File: src/design/scd_map.vh
// Constants for the strap configuration decoder
`ifndef SCD_MAP_VH
`define SCD_MAP_VH
`define SCD_ADDR_W       5
`define SCD_SLOT_W       3
`define SCD_OPT_W        2
`define SCD_SLOTS_NONE   3'h0
`define SCD_SLOTS_MAX    3'h4
`define SCD_OPT_LATCH    0
`define SCD_OPT_BUTTON   1
`define SCD_CLK_133      1'h0
`define SCD_CLK_100      1'h1
`define SCD_SYNC_STAGES  3
`define SCD_SETTLE_CYC   4'h8
// Bit positions inside the packed strap bus, eeprom enable at bit 0
`define SCD_POS_EEPROM   0
`define SCD_POS_OPT_B    1
`define SCD_POS_OPT_A    3
`define SCD_POS_SLOT_B   5
`define SCD_POS_SLOT_A   8
`define SCD_POS_CLK_B    11
`define SCD_POS_CLK_A    12
`define SCD_POS_ADDR     13
`define SCD_STRAP_W      18
`endif

File: src/design/scd_strap_decoder.v
// Strap capture and decode for bridge configuration
`include "scd_map.vh"
`default_nettype none
// Notes on behaviour
// - Address bits 4:0 copy address straps
// - Clock strap low 133MHz, high 100MHz
// - Slot strap codes zero to four slots
// - Slot codes above four are invalid
// - Option bit 0 marks latch sensor
// - Option bit 1 marks attention button
// - EEPROM strap high enables load
// - Aux detect high means aux present
module scd_strap_decoder #(
  parameter SETTLE = `SCD_SETTLE_CYC
) (
  // Clock and reset
  input  wire       sys_clk,
  input  wire       rst_n,
  // Straps and detect inputs
  input  wire [4:0] smbus_addr_strap,
  input  wire       port_a_clock_limit,
  input  wire       port_b_clock_limit,
  input  wire [2:0] port_a_slot_count,
  input  wire [2:0] port_b_slot_count,
  input  wire [1:0] port_a_hotplug_options,
  input  wire [1:0] port_b_hotplug_options,
  input  wire       eeprom_load_enable,
  input  wire       auxPowerDetect,
  // Decoded configuration
  output reg  [4:0] smbusAddr,
  output reg        portAMax100,
  output reg        portBMax100,
  output reg  [2:0] portASlots,
  output reg  [2:0] portBSlots,
  output reg        portASlotsBad,
  output reg        portBSlotsBad,
  output reg        portALatchSensor,
  output reg        portAAttnButton,
  output reg        portBLatchSensor,
  output reg        portBAttnButton,
  output reg        eepromLoadEn,
  output reg        auxPresent,
  output reg        configValid
);
  // Capture sequencer states
  localparam ST_SETTLE = 1'b0;
  localparam ST_HOLD   = 1'b1;
  // Packed strap bus width; field order lives in the map header
  localparam SW        = `SCD_STRAP_W;

  // Raw and filtered strap buses
  wire [SW-1:0]          strapRaw;
  wire [SW-1:0]          strapSync;
  wire                   auxSync;
  // Filtered strap fields
  wire [`SCD_ADDR_W-1:0] syncAddr;
  wire                   syncClkA;
  wire                   syncClkB;
  wire [`SCD_SLOT_W-1:0] syncSlotA;
  wire [`SCD_SLOT_W-1:0] syncSlotB;
  wire [`SCD_OPT_W-1:0]  syncOptA;
  wire [`SCD_OPT_W-1:0]  syncOptB;
  wire                   syncEeprom;
  // Capture sequencer
  reg                    stateReg;
  reg                    stateNext;
  reg  [3:0]             waitReg;
  reg  [3:0]             waitNext;
  reg                    captureNow;
  // Decoded values, loaded into the outputs on the capture edge
  reg  [`SCD_ADDR_W-1:0] addrNext;
  reg                    max100ANext;
  reg                    max100BNext;
  reg  [`SCD_SLOT_W-1:0] slotsANext;
  reg  [`SCD_SLOT_W-1:0] slotsBNext;
  reg                    badANext;
  reg                    badBNext;
  reg                    latchANext;
  reg                    buttonANext;
  reg                    latchBNext;
  reg                    buttonBNext;
  reg                    eepromNext;

  // Slot codes past four are reserved; the board must never strap them
  function slotBad;
    input [2:0] code;
    begin
      slotBad = (code > `SCD_SLOTS_MAX);
    end
  endfunction

  // Reserved codes give zero slots so no slot wakes on a bad strap
  function [2:0] slotNum;
    input [2:0] code;
    begin
      slotNum = slotBad(code) ? `SCD_SLOTS_NONE : code;
    end
  endfunction

  // Option bit for the retention latch sensor
  function latchBit;
    input [1:0] opts;
    begin
      latchBit = opts[`SCD_OPT_LATCH];
    end
  endfunction

  // Option bit for the attention button
  function buttonBit;
    input [1:0] opts;
    begin
      buttonBit = opts[`SCD_OPT_BUTTON];
    end
  endfunction

  // Pack order must match the position macros, top field first
  assign strapRaw = {smbus_addr_strap, port_a_clock_limit,
    port_b_clock_limit, port_a_slot_count, port_b_slot_count,
    port_a_hotplug_options, port_b_hotplug_options, eeprom_load_enable};

  // One filter for all straps so they settle as a set
  scd_sync #(.W(SW)) u_strap_sync (
    .sys_clk  (sys_clk),
    .rst_n    (rst_n),
    .rawIn    (strapRaw),
    .cleanOut (strapSync)
  );

  // Aux detect is a live level, filtered the same way
  scd_sync #(.W(1)) u_aux_sync (
    .sys_clk  (sys_clk),
    .rst_n    (rst_n),
    .rawIn    (auxPowerDetect),
    .cleanOut (auxSync)
  );

  // Split the filtered bus back into fields
  assign syncAddr   = strapSync[`SCD_POS_ADDR +: `SCD_ADDR_W];
  assign syncClkA   = strapSync[`SCD_POS_CLK_A];
  assign syncClkB   = strapSync[`SCD_POS_CLK_B];
  assign syncSlotA  = strapSync[`SCD_POS_SLOT_A +: `SCD_SLOT_W];
  assign syncSlotB  = strapSync[`SCD_POS_SLOT_B +: `SCD_SLOT_W];
  assign syncOptA   = strapSync[`SCD_POS_OPT_A +: `SCD_OPT_W];
  assign syncOptB   = strapSync[`SCD_POS_OPT_B +: `SCD_OPT_W];
  assign syncEeprom = strapSync[`SCD_POS_EEPROM];

  // Settle counter covers synchroniser fill before the one capture
  always @* begin
    stateNext  = stateReg;
    waitNext   = waitReg;
    captureNow = 1'b0;
    case (stateReg)
      ST_SETTLE: begin
        waitNext = waitReg + 4'h1;
        if (waitReg == SETTLE[3:0]) begin
          stateNext  = ST_HOLD;
          captureNow = 1'b1;
        end
      end
      ST_HOLD: begin
        waitNext = waitReg; // Held until next reset
      end
      default: begin
        stateNext = ST_SETTLE;
      end
    endcase
  end

  // Decode the filtered straps; only the capture edge loads them
  always @* begin
    addrNext    = syncAddr;
    max100ANext = (syncClkA == `SCD_CLK_100);
    max100BNext = (syncClkB == `SCD_CLK_100);
    slotsANext  = slotNum(syncSlotA);
    slotsBNext  = slotNum(syncSlotB);
    badANext    = slotBad(syncSlotA);
    badBNext    = slotBad(syncSlotB);
    latchANext  = latchBit(syncOptA);
    buttonANext = buttonBit(syncOptA);
    latchBNext  = latchBit(syncOptB);
    buttonBNext = buttonBit(syncOptB);
    eepromNext  = syncEeprom;
  end

  // Sequencer registers
  always @(posedge sys_clk or negedge rst_n) begin
    if (!rst_n) begin
      stateReg <= ST_SETTLE;
      waitReg  <= 4'h0;
    end else begin
      stateReg <= stateNext;
      waitReg  <= waitNext;
    end
  end

  // Outputs load once, then hold; later strap moves are ignored
  always @(posedge sys_clk or negedge rst_n) begin
    if (!rst_n) begin
      smbusAddr        <= 5'h00;
      portAMax100      <= `SCD_CLK_133;
      portBMax100      <= `SCD_CLK_133;
      portASlots       <= `SCD_SLOTS_NONE;
      portBSlots       <= `SCD_SLOTS_NONE;
      portASlotsBad    <= 1'b0;
      portBSlotsBad    <= 1'b0;
      portALatchSensor <= 1'b0;
      portAAttnButton  <= 1'b0;
      portBLatchSensor <= 1'b0;
      portBAttnButton  <= 1'b0;
      eepromLoadEn     <= 1'b0;
      configValid      <= 1'b0;
    end else if (captureNow) begin
      configValid      <= 1'b1;
      smbusAddr        <= addrNext;
      portAMax100      <= max100ANext;
      portBMax100      <= max100BNext;
      portASlots       <= slotsANext;
      portBSlots       <= slotsBNext;
      portASlotsBad    <= badANext;
      portBSlotsBad    <= badBNext;
      portALatchSensor <= latchANext;
      portAAttnButton  <= buttonANext;
      portBLatchSensor <= latchBNext;
      portBAttnButton  <= buttonBNext;
      eepromLoadEn     <= eepromNext;
    end
  end

  // Aux presence is live, not a strap, so it keeps following the pin
  always @(posedge sys_clk or negedge rst_n) begin
    if (!rst_n) begin
      auxPresent <= 1'b0;
    end else begin
      auxPresent <= auxSync;
    end
  end
endmodule // scd_strap_decoder
`default_nettype wire

File: src/design/scd_sync.v
// Three-stage synchroniser with agreement filter for a strap bus
`default_nettype none
module scd_sync #(
  parameter W = 1
) (
  // Clock and reset
  input  wire         sys_clk,
  input  wire         rst_n,
  // Raw and filtered data
  input  wire [W-1:0] rawIn,
  output reg  [W-1:0] cleanOut
);
  reg [W-1:0] stage1Reg;
  reg [W-1:0] stage2Reg;
  reg [W-1:0] stage3Reg;

  // Stage one feeds only stage two; output moves when two and three agree
  always @(posedge sys_clk or negedge rst_n) begin
    if (!rst_n) begin
      stage1Reg <= {W{1'b0}};
      stage2Reg <= {W{1'b0}};
      stage3Reg <= {W{1'b0}};
      cleanOut  <= {W{1'b0}};
    end else begin
      stage1Reg <= rawIn;
      stage2Reg <= stage1Reg;
      stage3Reg <= stage2Reg;
      if (stage2Reg == stage3Reg) begin
        cleanOut <= stage3Reg;
      end
    end
  end
endmodule // scd_sync
`default_nettype wire

File: config.mk
export PLATFORM = sky130hd
export DESIGN_NAME = scd_strap_decoder
export DESIGN_NICKNAME = d
export VERILOG_FILES = /design/src/design/scd_strap_decoder.v /design/src/design/scd_sync.v
export VERILOG_INCLUDE_DIRS = /design/src /design/src/design
export SDC_FILE = /design/constraint.sdc
export NUM_CORES = 1
export LEC_CHECK = 0
export BUFFER_PORTS_ARGS = -buffer_cell sky130_fd_sc_hd__buf_2
export CORE_MARGIN = 3
export CORE_UTILIZATION = 60
export CTS_CLUSTER_DIAMETER = 200
export DETAILED_ROUTE_END_ITERATION = 6
export GPL_TIMING_DRIVEN = 0
export PLACE_DENSITY = 0.82
export SETUP_SLACK_MARGIN = 0.2
export SLEW_MARGIN = 20
export SYNTH_ARGS = -nofsm -noshare
export SYNTH_HDL_FRONTEND = slang
export SYNTH_SLANG_ARGS = --single-unit
File: constraint.sdc
create_clock -name sys_clk -period 4 [get_ports sys_clk]
set_input_delay 0 -clock sys_clk [delete_from_list [all_inputs] [get_ports sys_clk]]
set_output_delay 0 -clock sys_clk [all_outputs]
set_load 0.01 [all_outputs]
# Yosys cells after proc, flatten, opt, wreduce, memory -nomap -nowiden

Index checks and enable logic that the tools add are counted.

Input port bits: 21
Word-level logic and storage cells: 36
Bits in latches: 0
Bits in registers: 103
Memory bits (writable): 0
Memory bits (read-only): 0
Memories: 0
Output and inout port bits: 22

Bitwise operators: 0
Magnitude comparators: 2
Add/sub/neg operators: 1
Reduce and logical (&&, ||, !) cells: 0
Equal/unequal tests: 3
Multiply operators: 0
Divide/modulo/power cells: 0
Shift operators: 0
Muxes and demuxes: 6

Operators with widths:

| operator                                     | number |
|---|---|
| == test 18 bit                               | 1 |
| > comparator 3 bit (second input constant)   | 2 |
| two-way mux 3 bit                            | 2 |
| adder 4 x 1 -> 4 bit (second input constant) | 1 |
| == test 4 bit (second input constant)        | 1 |
| two-way mux 4 bit                            | 1 |
| two-way mux 1 bit                            | 3 |
| == test 1 bit                                | 1 |

# Longest topological paths before layout

Gate-level depths: netlist (run 1).

Word-level depth: 3
Depth in mapped cells: 8
Depth with buffers taken out: 6

# Hierarchy

From an unflattened synthesis (run 1), not the netlist that was laid out.

Cells, all modules: 193
Area total of the unflattened synthesis: 3545.9 um^2

Modules (own cells, without submodules):

| module                  | area an instance (um^2) | cells an instance | times used |
|---|---|---|---|
| scd_sync (u_strap_sync) | 2273.4                  | 115               | 1 |
| scd_strap_decoder       | 1161.1                  | 73                | 1 |
| scd_sync (u_aux_sync)   | 111.4                   | 5                 | 1 |

# Worst setup path before layout (run 1)

Ideal clock, no wire load.

Path type: register to register
Start: reg u_strap_sync.stage3Reg[17]
End: reg u_strap_sync.cleanOut[10]
Data required time: 3875 ps
Cell stages (with the launch flop): 6
Arrival: 1579 ps
Clock period less this slack: 1704 ps
Setup time: 125 ps
Path slack: 2296 ps
Cells stage by stage: dfrtp_1 > xor2_1 > nor4_2 > nand4_4 > buf_6 > mux2_4

Cells in the longest elaborated chain, start to end: 1

RTL lines:

| what                     | RTL line      | source |
|---|---|---|
| start: declaration       | scd_sync.v:15 | `reg [W-1:0] stage3Reg;` |
| start signal: assignment | scd_sync.v:22 | `stage3Reg <= {W{1'b0}};` |
| start signal: assignment | scd_sync.v:27 | `stage3Reg <= stage2Reg;` |
| == test 18 bit           | scd_sync.v:28 | `if (stage2Reg == stage3Reg) begin` |
| end signal: assignment   | scd_sync.v:23 | `cleanOut <= {W{1'b0}};` |
| end signal: assignment   | scd_sync.v:29 | `cleanOut <= stage3Reg;` |
| end: declaration         | scd_sync.v:11 | `output reg [W-1:0] cleanOut` |

Every way passes these cells.
A chain may end at the register's enable or synchronous reset.

# Final worst setup path (run 1)

Start: reg waitReg[0]
End: reg smbusAddr[4]

Cells in the longest elaborated chain, start to end: 3

RTL lines:

| what                     | RTL line                | source |
|---|---|---|
| start: declaration       | scd_strap_decoder.v:67  | `reg [3:0] waitReg;` |
| start signal: assignment | scd_strap_decoder.v:192 | `waitReg <= waitNext;` |
| == test 4 bit            | scd_strap_decoder.v:155 | `if (waitReg == SETTLE[3:0]) begin` |
| two-way mux 1 bit        | scd_strap_decoder.v:155 |  |
| two-way mux 1 bit        | scd_strap_decoder.v:152 | `case (stateReg)` |
| end signal: assignment   | scd_strap_decoder.v:214 | `smbusAddr <= addrNext;` |
| end: declaration         | scd_strap_decoder.v:30  | `output reg [4:0] smbusAddr,` |

Every way passes these cells.

==> metrics, run 1 <==
total CTS buffers 9; global-route wire length before repair 9230 um; DRC violations left 0; commonest cells after routing, fill and taps aside dfrtp_1 (103), nand2_1 (50), buf_2 (41); Die Y between 80 and 90 um; critical path required time ~4.3 ns; mean post-synth cell area between 15 and 20 um2; Distinct cells, synth 22; fraction of final layout cells sized beyond drive strength 1 0.269; Peak VDD IR about 0.34 mV; Area growth syn-to-layout 21.6%; Routed wire per std cell 14.2 um; Finish-stage setup viols 0; Fin. Hold Viols 0; pwr/cell area between 400 and 500 mW/mm2; WL final ~5400 um; area of the multi-input gates 833 um2; DR vias/cell ~5; Layout fillers 320; DP HPWL roughly 3600 um; largest net degree at the start of global routing 77; Die W approximately 82 um; commonest non-fill, non-tap cell in the layout dfrtp_1; Die Area 0.00669 mm2; CTS tree done; critical path peak fanout 10; vias in the first global route a little under 2000; final global-route overflow total 0; Worst setup SP type flip-flop; Post-Route Setup TNS 0 ns; Worst Skew 0.00684 ns; IO Count 43; MaxCap Viol Count 0; fin nets ~330; total core area 0.00534 mm2; Clk Tree Root Cell clkbuf_8; setup slack, reg-to-reg 1.99 ns; fin crit share 0.503; Worst-Margin Slew 0.598 ns; initial DRC count 95; final non-filler cell total 378; register area 0.00258 mm2; CP endpoint kind flip-flop; synthesized instance count 229; Worst Path Class, Setup reg2reg; total track usage 0.193; clk buf depth 2; slew margin rel. 0.600; Syn Nets 252; DP Worst Slack 2.04 ns; Tmin final 2.01 ns; routability congestion estimate 0.756; Antenna Nets Post-Route 0; dpl cells 342; num rows 26; Port Buf Inserts 42; status complete, no violations; H-tree depth 3; sequential area share after synthesis 0.747; via count 1845; Worst Path Arrival roughly 2.3 ns; Hold WC Path Type in2async; synthesized area between 0.003 and 0.004 mm2; first-pass iteration count of the detailed router 4; Setup WS post-layout 1.99 ns; Pleak 2.10 nW; total inserted antenna cells 0; RSZ-0062 raised after global routing no; max-slew violation count 0; starting density of the core 0.646; Skew-Pair Late Insertion Delay 0.37 ns; clk sink count 103; clk slew on worst S/H paths roughly 0.10 ns; yosys warns 0; antenna violations before repair 0; fmax 497 MHz; #FFs+latches synth 103
-- critical path, cell delays in order, from the launching register on --
cell      delay, ns
dfrtp_1        0.44
inv_1          0.08
ha_1           0.14
nand3b_1       0.14
nor2_1         0.50
clkbuf_1       0.46
nand2_1        0.13
nand2_1        0.08
-- Yosys cell counts (all sizes together) --
master  count  area, um2
buf         1       11.3
clkbuf      5       18.8
dfrtp     103       2580
ha          2       25.0
inv         2       7.51
maj3        1       10.0
mux2       19        251
nand2      50        188
nand2b      3       18.8
nand3       2       10.0
nand3b      5       37.5
nand4       4       40.0
nand4b      1       8.76
nor2        3       11.3
nor3        1       10.0
nor4        1       12.5
o21ai       4       20.0
or2         1       6.26
xnor2      17        149
xor2        4       35.0
-- final timing paths --
check / cells after the start / startpoint / endpoint
hold / removal: 2 / rst_n / u_aux_sync.cleanOut
hold reg to reg: 0 / u_strap_sync.stage1Reg[11] / u_strap_sync.stage2Reg[11]
min in group sys_clk: 2 / smbus_addr_strap[0] / u_strap_sync.stage1Reg[13]
setup reg to reg: 7 / waitReg[0] / smbusAddr[4]
setup / recovery: 7 / waitReg[0] / smbusAddr[4]
max in group asynchronous: 3 / rst_n / u_strap_sync.stage2Reg[8]
-- logic make-up after synthesis --
family                   after synthesis  share of synthesized area
AND/OR/NAND/NOR                       71                     0.0994
AO/OA/AOI/OAI                          4                    0.00581
flip-flops                           103                      0.747
adder cells (fa/ha/maj)                3                     0.0102
multiplexers                          19                     0.0729
XOR/XNOR                              21                     0.0533
buffers and inverters                  8                     0.0109
-- power by group --
part | switching (mW) | internal [mW] | leakage, nW
registers | 0.0168 | 1.07 | 1.28
clock network | 0.357 | 0.316 | 0.105
logic | 0.0331 | 0.0362 | 0.711
total | 0.407 | 1.42 | 2.10
-- flip-flops by register name, summed over array words and instances (netlist names), 3 cells and up --
register                flops
u_strap_sync.stage3Reg     18
waitReg                     4
portASlots                  3
smbusAddr                   5
u_strap_sync.stage1Reg     18
portBSlots                  3
u_strap_sync.stage2Reg     18
u_strap_sync.cleanOut      18
-- metal layers --
layer,track usage,routed length [um]
met2,0.309,2660
met4,0.0598,80
met5,0,0
met1,0.242,2330
met3,0.0800,282
-- metrics by stage --
stage | total power [mW] | cell area [um2] | hold slack, ns | utilization
floorplan | 1.12 | 3450 | -0.296 | -
global placement | 1.16 | 3750 | 0.107 | 0.702
detailed placement | 1.17 | 3780 | -0.112 | 0.708
CTS | 1.85 | 4190 | 0.0467 | 0.786
global route | 1.91 | 4190 | 0.0640 | 0.786
finish | 1.83 | 4190 | 0.0585 | 0.786
-- cell type report --
type                       instances  area share
timing repair buffer              63       0.106
tap                               70      0.0209
clock inverter                     6      0.0179
sequential                       103       0.615
clock buffer                      10      0.0328
inverter                           2     0.00179
buffer                             6     0.00716
multi-input combinational        118       0.199
-- repair_timing --
item | CTS | global route
setup buffers | 0 | 0
hold buffers | 20 | 0
resized for setup | 0 | 0
hold endpoints to repair | 122 | 0
No activity file was read; power rests on OpenSTA's default activity.
==> inputs of run 2 (changes only) <==
--- a/config.mk
+++ b/config.mk
@@ -8,11 +8,11 @@
 export LEC_CHECK = 0
 export BUFFER_PORTS_ARGS = -buffer_cell sky130_fd_sc_hd__buf_2
 export CORE_MARGIN = 3
-export CORE_UTILIZATION = 60
+export CORE_UTILIZATION = 56
 export CTS_CLUSTER_DIAMETER = 200
 export DETAILED_ROUTE_END_ITERATION = 6
 export GPL_TIMING_DRIVEN = 0
-export PLACE_DENSITY = 0.82
+export PLACE_DENSITY = 0.77
 export SETUP_SLACK_MARGIN = 0.2
 export SLEW_MARGIN = 20
 export SYNTH_ARGS = -nofsm -noshare
==> constraint.sdc (replaced) <==
create_clock -name sys_clk -period 2.05 [get_ports sys_clk]
set_input_delay 0 -clock sys_clk [delete_from_list [all_inputs] [get_ports sys_clk]]
set_output_delay 0 -clock sys_clk [all_outputs]
set_load 0.01 [all_outputs]
==> metrics, run 2 (synthesis results as in run 1) <==
fin crit share 0.842 (+0.339); commonest non-fill, non-tap cell in the layout dfrtp_1; crit path cell chain xnor2_1, nand4_1, nor3_2, nand4_4, buf_12, mux2_4; IO Count 43 (unchanged); fmax 579 MHz (+16%); Peak VDD IR 0.673 mV (+98%); DRC violations left 0 (unchanged); post-placement cell area 0.00378 mm2 (about the same); clk slew on worst S/H paths 0.09 ns (about the same); largest net degree at the start of global routing 86 (+12%); total track usage 0.164 (-0.0291); CP Depth 6 (-1); RSZ-0062 raised after global routing no; hold slack 0.0543 ns (-0.00425 ns); Critical-path top delay cell dfrtp_1; total CTS buffers 9 (unchanged); critical path peak fanout 10 (unchanged); Worst setup startpoint u_strap_sync.stage3Reg[8]; Hold WC Path Type in2async; final global-route overflow total 0 (unchanged); clk buf depth 2 (unchanged); slew margin rel. 0.737 (+0.137); Die Y 84.5 um (+3.3%); Skew-Pair Late Insertion Delay 0.35 ns (-0.02 ns); DP HPWL 3450 um (-3.4%); Routed wire per std cell 13.7 um (-3.4%); Register-to-Register Path Depth 6 (-1); Antenna Nets Post-Route 0 (unchanged); Pleak 2.11 nW (+0.67%); total inserted antenna cells 0 (unchanged); global-route wire length before repair 8900 um (-3.6%); status complete, no violations; vias in the first global route 1870 (-4.6%); pwr/cell area 835 mW/mm2 (+91%); commonest cells after routing, fill and taps aside dfrtp_1 (102), nand2_1 (50), buf_2 (43); Clk Tree Root Cell clkbuf_8; Worst Skew 0.00855 ns (+0.00171 ns); CP endpoint kind flip-flop; Port Buf Inserts 42 (unchanged); antenna violations before repair 0 (unchanged); setup slack, reg-to-reg 0.32 ns (-1.67 ns); max-slew violation count 0 (unchanged); total core area 0.00574 mm2 (+7.6%); max incr delay on CP 0.40 ns (-0.10 ns); MaxCap Viol Count 0 (unchanged); num rows 27 (+3.8%); Worst setup SP type flip-flop; CP top delay family simple AND/OR/NAND/NOR gates; Post-Route Setup TNS 0 ns (unchanged); routability congestion estimate 0.723 (-4.4%); Worst Path Arrival 1.97 ns (-0.35 ns); DR vias/cell 4.84 (-0.83%); Tot Pwr 3.52 mW (+92%); Area growth syn-to-layout 22.4%; final non-filler cell total 382 (+1.1%); starting density of the core 0.600 (-0.0459); clk sink count 103 (unchanged); Fin. Hold Viols 0 (unchanged); fraction of final layout cells sized beyond drive strength 1 0.287 (+0.0176); Die W 84.5 um (+3.3%); worst r2r dst u_strap_sync.cleanOut[15]; CP bufs+invs 1 (-1); Die Area 0.00714 mm2 (+6.6%); first-pass iteration count of the detailed router 4 (unchanged); H-tree depth 3 (unchanged); initial DRC count 82 (-14%); Finish-stage setup viols 0 (unchanged); via count 1849 (+0.22%); Worst Path Class, Setup reg2reg; critical path required time 2.30 ns (-2.01 ns); Post-Layout Inst Area 0.00422 mm2 (+0.63%); Setup crit end u_strap_sync.cleanOut[15]; CTS tree done; Worst-Margin Slew 0.394 ns (-0.204 ns); worst reg2reg startpoint u_strap_sync.stage3Reg[8]; WL final 5230 um (-2.4%); Tmin final 1.73 ns (-0.284 ns); dpl cells 344 (+0.58%); fin nets 328 (+0.61%)
## run 2: stage by stage
stage | util | worst slack, ns
floorplan | - | 0.346
global placement | 0.653 | 0.00150
detailed placement | 0.659 | 0.116
CTS | 0.731 | 0.224
global route | 0.735 | 0.201
finish | 0.735 | 0.324
## run 2: layout make-up
type | count | area [um2]
Inverter | 2 | 7.51
Clock buffer | 11 | 141
Sequential cell | 103 | 2580
Clock inverter | 5 | 63.8
Multi-Input combinational cell | 118 | 836
Timing Repair Buffer | 65 | 459
Fill cell | 371 | 1520
Buffer | 6 | 42.5
Tap cell | 72 | 90.1
## run 2: layer usage
| metal | vias up | wire length [um] | global-route usage |
|---|---|---|---|
| met3 | 9 | 255 | 0.0599 |
| met1 | 900 | 2250 | 0.204 |
| met5 | - | 0 | 0 |
| met4 | 0 | 66 | 0.0676 |
| met2 | 44 | 2660 | 0.263 |
| li1 | 896 | - | - |
## run 2: worst min-delay path by stage
| stage | endpoint | slack (ns) | cells past startpoint |
|---|---|---|---|
| 6_report | u_aux_sync.stage1Reg | 0.05 | 2 |
| 5_1_grt | u_aux_sync.stage1Reg | 0.05 | 2 |
| 4_1_cts | u_aux_sync.stage1Reg | 0.02 | 2 |
| 3_5_place_dp | u_aux_sync.stage1Reg | -0.15 | 1 |
| 3_3_place_gp | u_strap_sync.stage1Reg[6] | 0.11 | 1 |
| 2_1_floorplan | auxPresent | -0.30 | 0 |
## run 2: worst reg2reg max path: cells and delay by family (launching register included)
| kind | cells | cell delay (ns) |
|---|---|---|
| simple gates | 3 | 0.56 |
| mux | 1 | 0.30 |
| buf+inv | 1 | 0.19 |
| flops | 1 | 0.40 |
| xor+xnor | 1 | 0.16 |
## run 2: timing repair
item | 4_1_cts | 5_1_grt
hold endpoints to repair | 122 | 0
pin swaps | 0 | 2
gates resized for setup | 1 | 11
buffers inserted | 1 | 1
setup endpoints to repair | 20 | 26
hold buffers | 20 | 0
## run 2: where the power goes
group | total [mW] | switching (mW) | leakage (nW) | internal, mW
clock | 1.26 | 0.653 | 0.101 | 0.609
sequential | 2.12 | 0.0325 | 1.28 | 2.09
combinational | 0.136 | 0.0644 | 0.731 | 0.0717
